## config.mk

```make
export PLATFORM = sky130hd
export DESIGN_NAME = plsc_top
export DESIGN_NICKNAME = d
export VERILOG_FILES = /design/src/rtl/plsc_top.v
export VERILOG_INCLUDE_DIRS = /design/src /design/src/rtl
export SDC_FILE = /design/constraint.sdc
export NUM_CORES = 1
export LEC_CHECK = 0
export ABC_CLOCK_PERIOD_IN_PS = 2040
export BUFFER_PORTS_ARGS = -buffer_cell sky130_fd_sc_hd__buf_4
export CELL_PAD_IN_SITES_DETAIL_PLACEMENT = 1
export CELL_PAD_IN_SITES_GLOBAL_PLACEMENT = 2
export CORE_ASPECT_RATIO = 0.9
export CORE_MARGIN = 4
export CORE_UTILIZATION = 33
export CTS_BUF_LIST = sky130_fd_sc_hd__clkbuf_4
export DETAILED_ROUTE_END_ITERATION = 16
export PLACE_DENSITY_LB_ADDON = 0.05
export SYNTH_ARGS = -nofsm -noshare
export SYNTH_HDL_FRONTEND = slang
export SYNTH_SLANG_ARGS = --single-unit
```

## constraint.sdc

```tcl
create_clock -name clock -period 2.04 [get_ports clock]
set_clock_uncertainty 0.2 [all_clocks]
set_input_delay 0.102 -clock clock [delete_from_list [all_inputs] [get_ports clock]]
set_output_delay 0.102 -clock clock [all_outputs]
set_load 0.02 [all_outputs]
```

## src/rtl/plsc_regs.vh

```
// Constants for the LED, strap and reset control block.
`ifndef PLSC_REGS_VH
`define PLSC_REGS_VH
// Register addresses.
`define PLSC_ADDR_BASIC 4'h0
`define PLSC_ADDR_CODING 4'h1
`define PLSC_ADDR_STRAP 4'h2
`define PLSC_ADDR_STATUS 4'h3
`define PLSC_ADDR_LINK 4'h4
// Basic control fields.
`define PLSC_BC_LOOPBACK 14
`define PLSC_BC_ANEG 12
`define PLSC_BC_PDOWN 11
`define PLSC_BC_DUPLEX 8
// Coding control fields.
`define PLSC_CC_MLT3_BYPASS 1
// Strap status fields.
`define PLSC_SS_SPEED10 7
`define PLSC_SS_ACT 6
`define PLSC_SS_LINK 5
`define PLSC_SS_DUPCOL 4
`define PLSC_SS_SPEED100 3
// Link status bits written by software: speed10, speed100, link_good, activity, collision.
`define PLSC_LS_SPEED10 0
`define PLSC_LS_SPEED100 1
`define PLSC_LS_LINK 2
`define PLSC_LS_ACT 3
`define PLSC_LS_COL 4
// Status register fields.
`define PLSC_ST_RIP 0
`define PLSC_ST_PDOWN 1
// Timing: reference clock 100 MHz, reset hold 1 ms.
`define PLSC_CLK_HZ 100000000
`define PLSC_RESET_MS 1
`define PLSC_RESET_CYC ((`PLSC_CLK_HZ / 1000) * `PLSC_RESET_MS + 1)
`define PLSC_BLINK10_HZ 10
`define PLSC_BLINK20_HZ 20
`define PLSC_HALF10_CYC (`PLSC_CLK_HZ / (2 * `PLSC_BLINK10_HZ))
`define PLSC_HALF20_CYC (`PLSC_CLK_HZ / (2 * `PLSC_BLINK20_HZ))
`define PLSC_CNT_W 24
`define PLSC_RESET_BASIC 16'h1000
`define PLSC_RESET_CODING 16'h0000
`endif

```

## src/rtl/plsc_top.v

```verilog
// LED driver, strap latch, configuration pins and reset sequencing of the transceiver.
`timescale 1ns/100ps
`include "plsc_regs.vh"
// Operation
// - 10 Mb/s LED steady on at 10 Mb/s
// - Strap speed10 pin into strap bit 7
// - Activity LED blinks 10 Hz when active
// - Strap activity pin into strap bit 6
// - Link LED on when good, blinks on activity
// - Strap link pin into strap bit 5
// - Duplex LED steady on in full duplex
// - Half duplex collision blinks LED at 20 Hz
// - Strap duplex pin into strap bit 4
// - 100 Mb/s LED steady on at 100
// - Strap speed100 pin into strap bit 3
// - Autoneg on: config inputs select advertisement
// - Autoneg off: config zero sets MLT-3 bypass
// - Autoneg on: config one joins advertisement selection
// - Autoneg off: config one sets loopback bit
// - Power-up reset lasts more than 1 ms
// - Reset-in-progress low until reset completes
// - Power down is pin OR control bit
// - Power down tri-states transmit and LEDs
module plsc_top
#(
  parameter RESET_CYCLES = `PLSC_RESET_CYC
)
(
  input wire clock,
  input wire reset,
  input wire reset_n_pin,
  input wire power_down_pin,
  input wire autoneg_strap_pin,
  input wire config_input_zero,
  input wire config_input_one,
  input wire full_duplex_pin,
  input wire [4:0] led_in,
  output reg [4:0] led_out,
  output reg [4:0] led_oe,
  output reg reset_done,
  output reg tx_line_oe,
  output reg mii_isolate,
  output reg [1:0] advert_mode,
  input wire [3:0] addr,
  input wire [15:0] wdata,
  input wire wr,
  input wire rd,
  output reg [15:0] rdata
);

  // LED index: 4 speed10, 3 activity, 2 link, 1 duplex/collision, 0 speed100.
  localparam ST_RESET = 2'b00;
  localparam ST_RUN = 2'b01;

  reg [1:0] state_r;
  reg [31:0] rst_cnt_r;
  reg [15:0] basic_r;
  reg [15:0] coding_r;
  reg [15:0] strap_r;
  reg [4:0] linkst_r;
  reg [`PLSC_CNT_W-1:0] div10_r;
  reg [`PLSC_CNT_W-1:0] div20_r;
  reg blink10_r;
  reg blink20_r;
  reg [4:0] led_nxt;
  wire pdown;
  wire in_reset;

  function [15:0] plsc_word;
    input [3:0] a;
    input [15:0] basic;
    input [15:0] coding;
    input [15:0] strap;
    input [4:0] ls;
    input [1:0] st;
    begin
      case (a)
        `PLSC_ADDR_BASIC: plsc_word = basic;
        `PLSC_ADDR_CODING: plsc_word = coding;
        `PLSC_ADDR_STRAP: plsc_word = strap;
        `PLSC_ADDR_STATUS: plsc_word = {14'h0000, st};
        `PLSC_ADDR_LINK: plsc_word = {11'h000, ls};
        default: plsc_word = 16'h0000;
      endcase
    end
  endfunction

  // --------------------------------------------------------------
  // Reset sequencing
  // --------------------------------------------------------------
  // Either reset source restarts the counter, so the counted hold covers power-up too.
  assign in_reset = (state_r == ST_RESET);

  always @(posedge clock)
  begin
    if (reset || !reset_n_pin)
    begin
      state_r <= ST_RESET;
      rst_cnt_r <= 32'h00000000;
    end
    else
    begin
      case (state_r)
        ST_RESET:
        begin
          if (rst_cnt_r >= RESET_CYCLES - 1)
            state_r <= ST_RUN;
          else
            rst_cnt_r <= rst_cnt_r + 32'h00000001;
        end
        ST_RUN: state_r <= ST_RUN;
        default: state_r <= ST_RESET;
      endcase
    end
  end

  // --------------------------------------------------------------
  // Control registers, straps and configuration pins
  // --------------------------------------------------------------
  always @(posedge clock)
  begin
    if (reset || !reset_n_pin)
    begin
      basic_r <= `PLSC_RESET_BASIC;
      coding_r <= `PLSC_RESET_CODING;
      strap_r <= 16'h0000;
      linkst_r <= 5'h00;
      advert_mode <= 2'h0;
    end
    else if (in_reset)
    begin
      // Straps are caught on the last reset cycle, while the LED pins are still released.
      if (rst_cnt_r >= RESET_CYCLES - 1)
      begin
        strap_r[`PLSC_SS_SPEED10] <= led_in[4];
        strap_r[`PLSC_SS_ACT] <= led_in[3];
        strap_r[`PLSC_SS_LINK] <= led_in[2];
        strap_r[`PLSC_SS_DUPCOL] <= led_in[1];
        strap_r[`PLSC_SS_SPEED100] <= led_in[0];
        basic_r[`PLSC_BC_ANEG] <= autoneg_strap_pin;
        basic_r[`PLSC_BC_DUPLEX] <= full_duplex_pin;
        if (autoneg_strap_pin)
          advert_mode <= {config_input_one, config_input_zero};
        else
        begin
          coding_r[`PLSC_CC_MLT3_BYPASS] <= config_input_zero;
          basic_r[`PLSC_BC_LOOPBACK] <= config_input_one;
        end
      end
    end
    else if (wr)
    begin
      case (addr)
        `PLSC_ADDR_BASIC: basic_r <= wdata;
        `PLSC_ADDR_CODING: coding_r <= wdata;
        `PLSC_ADDR_LINK: linkst_r <= wdata[4:0];
        default: basic_r <= basic_r;
      endcase
    end
  end

  // Read data stand in the cycle after the strobe only.
  always @(posedge clock)
  begin
    if (reset)
      rdata <= 16'h0000;
    else if (rd)
      rdata <= plsc_word(addr, basic_r, coding_r, strap_r, linkst_r, {pdown, reset_done});
    else
      rdata <= 16'h0000;
  end

  // --------------------------------------------------------------
  // Blink dividers
  // --------------------------------------------------------------
  // Free running, so blink phase is unrelated to when activity starts.
  always @(posedge clock)
  begin
    if (reset)
    begin
      div10_r <= {`PLSC_CNT_W{1'b0}};
      div20_r <= {`PLSC_CNT_W{1'b0}};
      blink10_r <= 1'b0;
      blink20_r <= 1'b0;
    end
    else
    begin
      if (div10_r == `PLSC_HALF10_CYC - 1)
      begin
        div10_r <= {`PLSC_CNT_W{1'b0}};
        blink10_r <= ~blink10_r;
      end
      else
        div10_r <= div10_r + 1'b1;
      if (div20_r == `PLSC_HALF20_CYC - 1)
      begin
        div20_r <= {`PLSC_CNT_W{1'b0}};
        blink20_r <= ~blink20_r;
      end
      else
        div20_r <= div20_r + 1'b1;
    end
  end

  // --------------------------------------------------------------
  // LED patterns and power down
  // --------------------------------------------------------------
  assign pdown = power_down_pin | basic_r[`PLSC_BC_PDOWN];

  always @*
  begin
    led_nxt[4] = linkst_r[`PLSC_LS_SPEED10];
    led_nxt[0] = linkst_r[`PLSC_LS_SPEED100];
    led_nxt[3] = linkst_r[`PLSC_LS_ACT] & blink10_r;
    if (linkst_r[`PLSC_LS_ACT])
      led_nxt[2] = blink10_r;
    else
      led_nxt[2] = linkst_r[`PLSC_LS_LINK];
    if (basic_r[`PLSC_BC_DUPLEX])
      led_nxt[1] = 1'b1;
    else
      led_nxt[1] = linkst_r[`PLSC_LS_COL] & blink20_r;
  end

  always @(posedge clock)
  begin
    if (reset)
    begin
      led_out <= 5'h00;
      led_oe <= 5'h00;
      reset_done <= 1'b0;
      tx_line_oe <= 1'b0;
      mii_isolate <= 1'b1;
    end
    else
    begin
      reset_done <= ~in_reset;
      led_out <= led_nxt;
      led_oe <= (in_reset || pdown) ? 5'h00 : 5'h1F;
      tx_line_oe <= ~in_reset & ~pdown;
      mii_isolate <= in_reset | pdown;
    end
  end

endmodule // plsc_top

```

### Word level (Yosys, flattened, before mapping)

Cells that the tools add are included.

| word-level totals | value |
|---|---|
| bits in registers | 157 |
| output and inout port bits | 31 |
| word-level logic and storage cells | 84 |

| cells by class | value |
|---|---|
| $add $sub $neg | 3 |
| $lt $le $gt $ge | 1 |
| eq/ne operators | 9 |
| mux-type cells | 20 |
| bitwise gates (word level) | 11 |
| reductions and logical operators | 20 |

Operator list:

| cell | count |
|---|---|
| case mux 16 bit (5 select lines) | 1 |
| adder 24 x 1 -> 24 bit, second input constant | 2 |
| adder 32 x 1 -> 32 bit, second input constant | 1 |
| greater-or-equal comparator 32 x 17 -> 1 bit, second input constant | 1 |
| two-way mux 15 bit | 2 |
| == test 24 x 22 -> 1 bit, second input constant | 1 |
| == test 24 x 23 -> 1 bit, second input constant | 1 |
| AND reduction 3 bit | 5 |
| two-way mux 1 bit | 12 |
| == test 4 x 2 -> 1 bit, second input constant | 2 |
| AND reduction 4 bit | 2 |
| two-way mux 2 bit | 3 |
| NOT 1 bit | 6 |
| nonzero test 2 bit | 3 |
| OR reduction 2 bit | 3 |
| two-way mux 5 bit | 1 |
| == test 4 x 1 -> 1 bit, second input constant | 1 |
| == test 4 x 3 -> 1 bit, second input constant | 1 |
| zero test 4 bit | 1 |
| case mux 2 bit (2 select lines) | 1 |
| AND reduction 2 bit | 2 |
| bitwise AND 1 bit | 3 |
| == test 2 x 1 -> 1 bit, second input constant | 1 |
| zero test 2 bit | 1 |
| 5 further kinds | 7 |

### Longest topological paths before layout

Gate-level depths: netlist of run 1.

| depth | value |
|---|---|
| depth in word-level cells | 4 |
| depth in mapped cells | 8 |

### Least setup slack after synthesis of run 1

No wires, ideal clock.

| timing path | value |
|---|---|
| path kind | reg-to-reg |
| start | reg rst_cnt_r[9] |
| end | reg strap_r[6] |
| library setup time | 128 ps |
| data arrival time | 1731 ps |
| data required time | 1712 ps |
| setup slack | -18 ps |
| cell stages (with the launch flop) | 8 |
| buffers on the path | 1 |
| clock period less this slack | 2058 ps |
| cell sequence | dfxtp_1 > nand2_2 > or3_1 > a211o_1 > buf_6 > a21oi_4 > mux2i_1 > nor2_1 |

| between the ends | value |
|---|---|
| cells in the longest elaborated chain, start to end | 2 |

RTL lines:

| item | line | text |
|---|---|---|
| from (decl) | plsc_top.v:56 | `reg [31:0] rst_cnt_r;` |
| from (signal assigned) | plsc_top.v:109 | `rst_cnt_r <= rst_cnt_r + 32'h00000001;` |
| greater-or-equal comparator 32 x 17 -> 1 bit | plsc_top.v:133 | `if (rst_cnt_r >= RESET_CYCLES - 1)` |
| AND reduction 2 bit (no source line) | n/a |  |
| to (signal, indexed assignment) | plsc_top.v:135 | `` strap_r[`PLSC_SS_SPEED10] <= led_in[4]; `` |
| to (signal, indexed assignment) | plsc_top.v:136 | `` strap_r[`PLSC_SS_ACT] <= led_in[3]; `` |
| to (signal, indexed assignment) | plsc_top.v:137 | `` strap_r[`PLSC_SS_LINK] <= led_in[2]; `` |
| to (decl) | plsc_top.v:59 | `reg [15:0] strap_r;` |

Every way passes these cells.
A chain may end at the register's enable or synchronous reset.

### Worst setup path in the final report of run 1

| timing path | value |
|---|---|
| start | reg rst_cnt_r[11] |
| end | reg rst_cnt_r[14] |

| between the ends | value |
|---|---|
| cells in the longest elaborated chain, start to end | 3 |

RTL lines:

| item | line | text |
|---|---|---|
| greater-or-equal comparator 32 x 17 -> 1 bit | plsc_top.v:106 | `if (rst_cnt_r >= RESET_CYCLES - 1)` |
| NOT 1 bit (no source line) | n/a |  |
| AND reduction 2 bit (no source line) | n/a |  |

Parallel ways exist; a longest one is shown, timed or not.

==> results of run 1 <==
[cell usage after synthesis (all sizes together)]
cell type and count:
a221oi 1, nor3 13, nor4b 6, dfxtp 151
o211ai 1, a211oi 3, ha 4, or4 1
a31oi 1, clkbuf 22, nand4 20, or2 3
nor4 10, inv 11, and2 17, a21oi 45
o21a 1, nor2b 6, and3 10, and4 3
nand2b 2, o22ai 1, a22oi 12, a211o 1
dlygate4sd1 1, buf 12, o31ai 1, or3 7
nand2 92, nor2 111, mux2i 19, xnor2 17
or4b 1, o21ai 12, xor2 38, nand3 32
[cells in the final DEF, fill, tap and decap left out, drive strengths merged, types with 10 or more instances in the layout]
cell type,instances
inv,11
nor4,10
and3,10
and2,17
nor3,13
a21oi,45
dlygate4sd3,41
nand4,20
nand3,32
o21ai,12
clkbuf,23
dfxtp,151
mux2i,19
nor2,111
xor2,38
xnor2,17
nand2,92
buf,132
a22oi,12
[final cells by class]
| cell class | count | area, µm² |
|---|---|---|
| sequential | 151 | 3030 |
| timing repair buffer | 175 | 1510 |
| fill | 2109 | 9490 |
| multi-input combinational | 491 | 3060 |
| clock buffer | 21 | 158 |
| inverter | 11 | 41.3 |
| tap | 240 | 300 |
| antenna | 1 | 2.50 |
| clock inverter | 11 | 131 |
[through the flow]
| step | setup WS, ns | cells | power [mW] | cell area (µm²) | setup TNS (ns) |
|---|---|---|---|---|---|
| detailed placement | -0.180 | 1010 | 3.25 | 7060 | -2.48 |
| global route | -0.307 | 1101 | 5.46 | 8230 | -5.14 |
| CTS | -0.116 | 1087 | 5.26 | 7850 | -1.30 |
| global placement | -0.0918 | 1010 | 3.25 | 7060 | -0.723 |
| floorplan | 0.000229 | 688 | 3.12 | 5990 | 0 |
| finish | -0.142 | 1101 | 5.22 | 8230 | -1.32 |
[power by group through the flow]
stage	Combinational (mW)	Sequential [mW]	Clock (mW)
floorplan	0.0856	3.04	0
global placement	0.210	3.04	0
detailed placement	0.214	3.04	0
CTS	0.277	2.97	2.01
global route	0.334	2.98	2.15
finish	0.308	2.97	1.94
[registers in the layout, summed over array words and instances (netlist names)]
| register | cells |
|---|---|
| advert_mode | 2 |
| strap_r | 5 |
| blink10_r | 1 |
| rdata | 16 |
| reset_done | 1 |
| linkst_r | 5 |
| led_oe | 1 |
| led_out | 5 |
| div10_r | 24 |
| basic_r | 16 |
| mii_isolate | 1 |
| rst_cnt_r | 32 |
| blink20_r | 1 |
| div20_r | 24 |
| state_r | 1 |
| coding_r | 16 |
[worst paths after layout]
path / end / slack [ns]
setup / recovery: rst_cnt_r[14] / -0.14
hold / removal: rdata[1] / 0.03
hold reg to reg: basic_r[4] / 0.26
setup reg to reg: rst_cnt_r[14] / -0.14
[cells by family (layout without fill, tap and decap cells)]
group,Yosys count,count (layout)
mux,19,19
xor+xnor,55,55
flops,151,151
fa+ha+maj,4,4
compound gates,79,79
simple gates,334,334
other cells,0,1
buf+inv,46,218
[worst register-to-register path: cells and delay by family (launching register included)]
| kind | cells | cell delay (ns) |
|---|---|---|
| AOI/OAI and AO/OA | 2 | 0.40 |
| buffers and inverters | 2 | 0.22 |
| DFF | 1 | 0.37 |
| and+or+nand+nor | 3 | 0.93 |
[repair_timing]
action,4_1_cts,5_1_grt
pin swaps,9,42
setup buffers,5,10
gates cloned,0,4
gates resized for setup,16,69
hold buffers,41,1
endpoints found under the hold margin,134,9
endpoints found under the setup margin,47,60
[metal layers]
metal	wire length (µm)	track usage
met5	0	0
met4	182	0.0401
met3	695	0.0450
met2	8540	0.284
met1	8390	0.230
==> metrics, run 1 <==
Critical Setup Path Class=reg -> reg; CTS tree=yes; Slew HR=0.620; final count of hold timing violations=0; cell chosen for the clock root=sky130_fd_sc_hd__clkbuf_4; fraction of the yosys area taken by sequential cells=0.505; die height=136 µm; data required time of the critical path=2.30 ns; flop and latch count out of synthesis=151; maximum vdd ir drop=0.000286 V; Leak=3.03 nW; dominant combinational cell family by area after synthesis=simple AND/OR/NAND/NOR gates; Post-route DRC=0; Yosys warning total=0; DRT Pass-1 Iters=4; RePlAce Congestion=0.816; hold slack=0.0326 ns; proportion of layout cells with a drive suffix above 1=0.265; area of the die=20400 µm²; net count after synthesis=727; final design utilization=0.464; leading area contributor after synthesis=sky130_fd_sc_hd__dfxtp_1; clock share of power=0.371; class of the tightest hold or removal check=in -> reg; launching element type of the critical path=flip-flop; number of buffer and inverter instances along the worst setup path=2; violated checks=negative setup slack; # setup viols final=17; number of cell rows=46; cell-internal power=4.00 mW; startpoint of the most critical register-to-register path=rst_cnt_r[11]; effective utilization at floorplan=0.338; Sw Share=0.233; critical path's largest stage delay=0.41 ns; total core area=17700 µm²; share of total power in sequential cells=0.570; ports placed on the boundary=66; CP Cell Sequence=nor4_4, a211o_1, buf_4, buf_6, nand4_1, or3_1, a21oi_1; mapped cell area=5990 µm²; Synth Area in Compound Gates=0.0771; number of buffers created by CTS=17; number of logic stages on the critical path including buffering=7; net switching power=1.22 mW; total congestion overflow=0; CP max stage cell=sky130_fd_sc_hd__nor4_4; total power density per cell area=634 nW/µm²; status=finished with violations; wire length reported by the detailed router=17.8 mm; simple logic cell fraction of the synthesized area=0.263; post-synthesis share of cell area spent on full adders, half adders and majority gates=0.00835; Worst R2R Path Depth=7; Yosys top cell area share=0.505; first-pass GRT wire length=27.8 mm; mean post-synth cell area=8.71 µm²; number of buffer cells added on primary ports=65; clock slew at reported path FFs=0.12 ns; cell count of the worst hold path=6; Synth Instances=688; max-capacitance violation count=0; fin crit share=1.07; number of distinct library cells after synthesis=45; TritonCTS sink count=151; iteration-0 DRC count of the detailed router=163; largest net degree at the start of global routing=24; half-perimeter wire length after placement=11.9 mm; DIE WIDTH=150 µm; number of global-route vias before repair=5463; RSZ-0062 raised after global routing=true; multiplexer area fraction after synthesis=0.0317; Final Net Count=886; routed vias=5355; remaining antenna violation count after routing=0; Clock Latency Late Sink=0.53 ns; Setup WS post-layout=-0.142 ns; highest clock frequency the design can meet=458 MHz; Synth Area in XOR/XNOR=0.0804; CP endpoint kind=flip-flop; actual transition at the worst max-transition pin=0.569 ns; CP Max Fanout=3; critical hold path startpoint=addr[1]; arrival time reported for the critical path endpoint=2.45 ns; mean number of vias per cell=4.86; Worst setup startpoint=rst_cnt_r[11]; aggregate global-route resource usage=0.173; Top Family by Delay on Critical Path=simple AND/OR/NAND/NOR gates; number of H-tree levels=4; top area cells in the synthesized netlist=sky130_fd_sc_hd__dfxtp_1, sky130_fd_sc_hd__nor2_1, sky130_fd_sc_hd__nand2_1, sky130_fd_sc_hd__xor2_1, sky130_fd_sc_hd__a21oi_1; maximum count of clock buffers along a single path=2; final slew viol count=0; Area growth syn-to-layout=37.4%; Final Critical Period=2.18 ns; WL per Instance=16.2 µm; fraction of power consumed by combinational cells=0.059; number of antenna violations at the first check in global routing=1
Note: power is estimated with default switching activity, not from simulation.
==> run 2: changes to the inputs <==
Settings changed: SETUP_SLACK_MARGIN from default to 0.02.
==> run 2 against run 1 <==
  * The flow still finishes with violations (negative setup slack)
  * First-iteration DRC count is 12% higher
  * Final cell count decreased by 0.45%
  * Combinational power shrank 8.8%
  * Clock power is 25% lower
  * Critical path depth grew 1
  * Flip-flop and latch count stayed put
  * Sequential share of layout area grew 0.60 points
  * Fmax is 2.2% higher
  * Power is 9.6% lower
==> metrics, run 2 (synthesis results as in run 1) <==
capture point of the worst reg-to-reg path=strap_r[6]; remaining antenna violation count after routing=0 (unchanged); arrival time reported for the critical path endpoint=2.35 ns (-0.10 ns); actual transition at the worst max-transition pin=0.458 ns (-0.111 ns); commonest cells after routing, fill and taps aside=sky130_fd_sc_hd__dfxtp_1, sky130_fd_sc_hd__buf_4, sky130_fd_sc_hd__nor2_1; WL per Instance=15.9 µm (-1.7%); CP endpoint kind=flip-flop; number of buffers created by CTS=17 (unchanged); Worst Setup Slack post-DPL=-0.252 ns (-0.0723 ns); # setup viols final=12 (-5); cell count after placement=1014 (+0.40%); number of cell rows=46 (unchanged); data required time of the critical path=2.25 ns (-0.05 ns); layout filler cell count=2126 (+0.81%); number of buffer cells added on primary ports=65 (unchanged); worst setup path end=strap_r[6]; Clock Latency Late Sink=0.55 ns (+0.02 ns); number of antenna violations at the first check in global routing=1 (unchanged); startpoint of the most critical register-to-register path=rst_cnt_r[9]; routed vias=5311 (-0.82%); total core area=17700 µm² (unchanged); die height=136 µm (unchanged); CTS tree=yes; Critical Setup Path Class=reg -> reg; DRT Pass-1 Iters=4 (unchanged); hold slack=0.151 ns (+0.118 ns); area of the die=20400 µm² (unchanged); Final Instance Area=8110 µm² (-1.5%); Final Net Count=887 (+0.11%); final slew viol count=0 (unchanged); fin crit share=1.05 (-0.0231); RePlAce Congestion=0.782 (-4.2%); Post-route DRC=0 (unchanged); largest net degree at the start of global routing=29 (+21%); cell chosen for the clock root=sky130_fd_sc_hd__clkbuf_4; maximum count of clock buffers along a single path=2 (unchanged); mean number of vias per cell=4.85 (-0.37%); registers with the most flip-flops=rst_cnt_r: 32 flops, div10_r: 24 flops, div20_r: 24 flops; number of flip-flops in the largest register=32 (unchanged); RSZ-0062 raised after global routing=true; DIE WIDTH=150 µm (unchanged); Worst R2R Path Depth=8 (+1); final design utilization=0.457 (-0.00713); internal reg-to-reg setup slack=-0.1 ns (+0.05 ns); number of global-route vias before repair=5558 (+1.7%); highest clock frequency the design can meet=468 MHz (+2.2%); total power density per cell area=581 nW/µm² (-8.2%); max-capacitance violation count=0 (unchanged); wire length reported by the detailed router=17.4 mm (-2.1%); Slew HR=0.694 (+0.0743); clock slew at reported path FFs=0.13 ns (about the same); Area after DPL=7100 µm² (+0.60%); total congestion overflow=0 (unchanged); Leak=3.00 nW (-1.0%); launching element type of the critical path=flip-flop; number of H-tree levels=4 (unchanged); Area growth syn-to-layout=35.3%; Final Critical Period=2.14 ns (-0.0470 ns); first-pass GRT wire length=28.0 mm (+0.92%); effective utilization at floorplan=0.338 (unchanged); Setup WS post-layout=-0.0954 ns (+0.0470 ns); status=finished with violations; ports placed on the boundary=66 (unchanged); proportion of layout cells with a drive suffix above 1=0.251 (-0.0137); aggregate global-route resource usage=0.174 (+0.000883); final count of hold timing violations=0 (unchanged); class of the tightest hold or removal check=in -> reg; Reg with most FFs=rst_cnt_r; maximum vdd ir drop=0.000271 V (-5.3%); half-perimeter wire length after placement=12.1 mm (+1.5%); Worst setup startpoint=rst_cnt_r[9]; violated checks=negative setup slack; most frequent standard cell in the layout excluding fill and tap cells=sky130_fd_sc_hd__dfxtp_1; iteration-0 DRC count of the detailed router=182 (+12%); CP Max Fanout=7 (+4); TritonCTS sink count=151 (unchanged); Post-Layout Cell Count=1096 (-0.45%)
-- run 2: area by class of cell --
class                      instances  area (µm²)  share of cell area
inverter                          11        41.3             0.00509
timing repair buffer             176        1520               0.187
sequential                       151        3040               0.374
clock inverter                     7        37.5             0.00463
antenna                            1        2.50            0.000309
multi-input combinational        491        3030               0.374
tap                              240         300              0.0370
clock buffer                      19         143              0.0176
-- run 2: repair_timing --
action                                  CTS  global route
buffers inserted                          7             6
endpoints found under the setup margin   48            55
cloned                                    1             0
endpoints found under the hold margin   134             0
pin swaps                                21            18
gates resized for setup                  34            35
hold buffers                             42             0
-- run 2: per-layer routing --
metal / vias up / share of wire / track usage
met5: - / 0 / 0
met4: 0 / 0.014 / 0.0595
met3: 19 / 0.042 / 0.0383
met2: 95 / 0.47 / 0.283
met1: 2567 / 0.47 / 0.230
li1: 2630 / - / -
-- run 2: where the power goes --
part / switching [mW] / total, mW / internal, mW / leakage (nW)
Clock: 1.01 / 1.46 / 0.453 / 0.103
Sequential: 0.0120 / 2.97 / 2.96 / 1.22
Combinational: 0.142 / 0.281 / 0.139 / 1.68
-- run 2: worst min path at each step --
stage / from / endpoint / slack (ns) / depth (start not counted)
floorplan: power_down_pin / mii_isolate / 0.02 / 2
global placement: led_in[4] / strap_r[7] / 0.15 / 3
detailed placement: led_in[2] / strap_r[5] / 0.16 / 3
CTS: led_in[4] / strap_r[7] / 0.11 / 4
global route: wdata[5] / coding_r[5] / 0.11 / 4
finish: led_in[4] / strap_r[7] / 0.15 / 4
-- run 2: through the flow --
step	setup TNS, ns	power, mW
floorplan	0	3.12
global placement	-1.32	3.25
detailed placement	-4.85	3.25
CTS	-0.648	4.78
global route	-2.37	4.95
finish	-0.578	4.71
-- run 2: critical path, cell delays in order, from the launching register on --
cell                      delay, ns
sky130_fd_sc_hd__dfxtp_2       0.36
sky130_fd_sc_hd__nand2_2       0.07
sky130_fd_sc_hd__or3_4         0.37
sky130_fd_sc_hd__a211o_1       0.33
sky130_fd_sc_hd__buf_6         0.15
sky130_fd_sc_hd__a21oi_4       0.13
sky130_fd_sc_hd__buf_12        0.15
sky130_fd_sc_hd__mux2i_1       0.20
sky130_fd_sc_hd__nor2_1        0.06
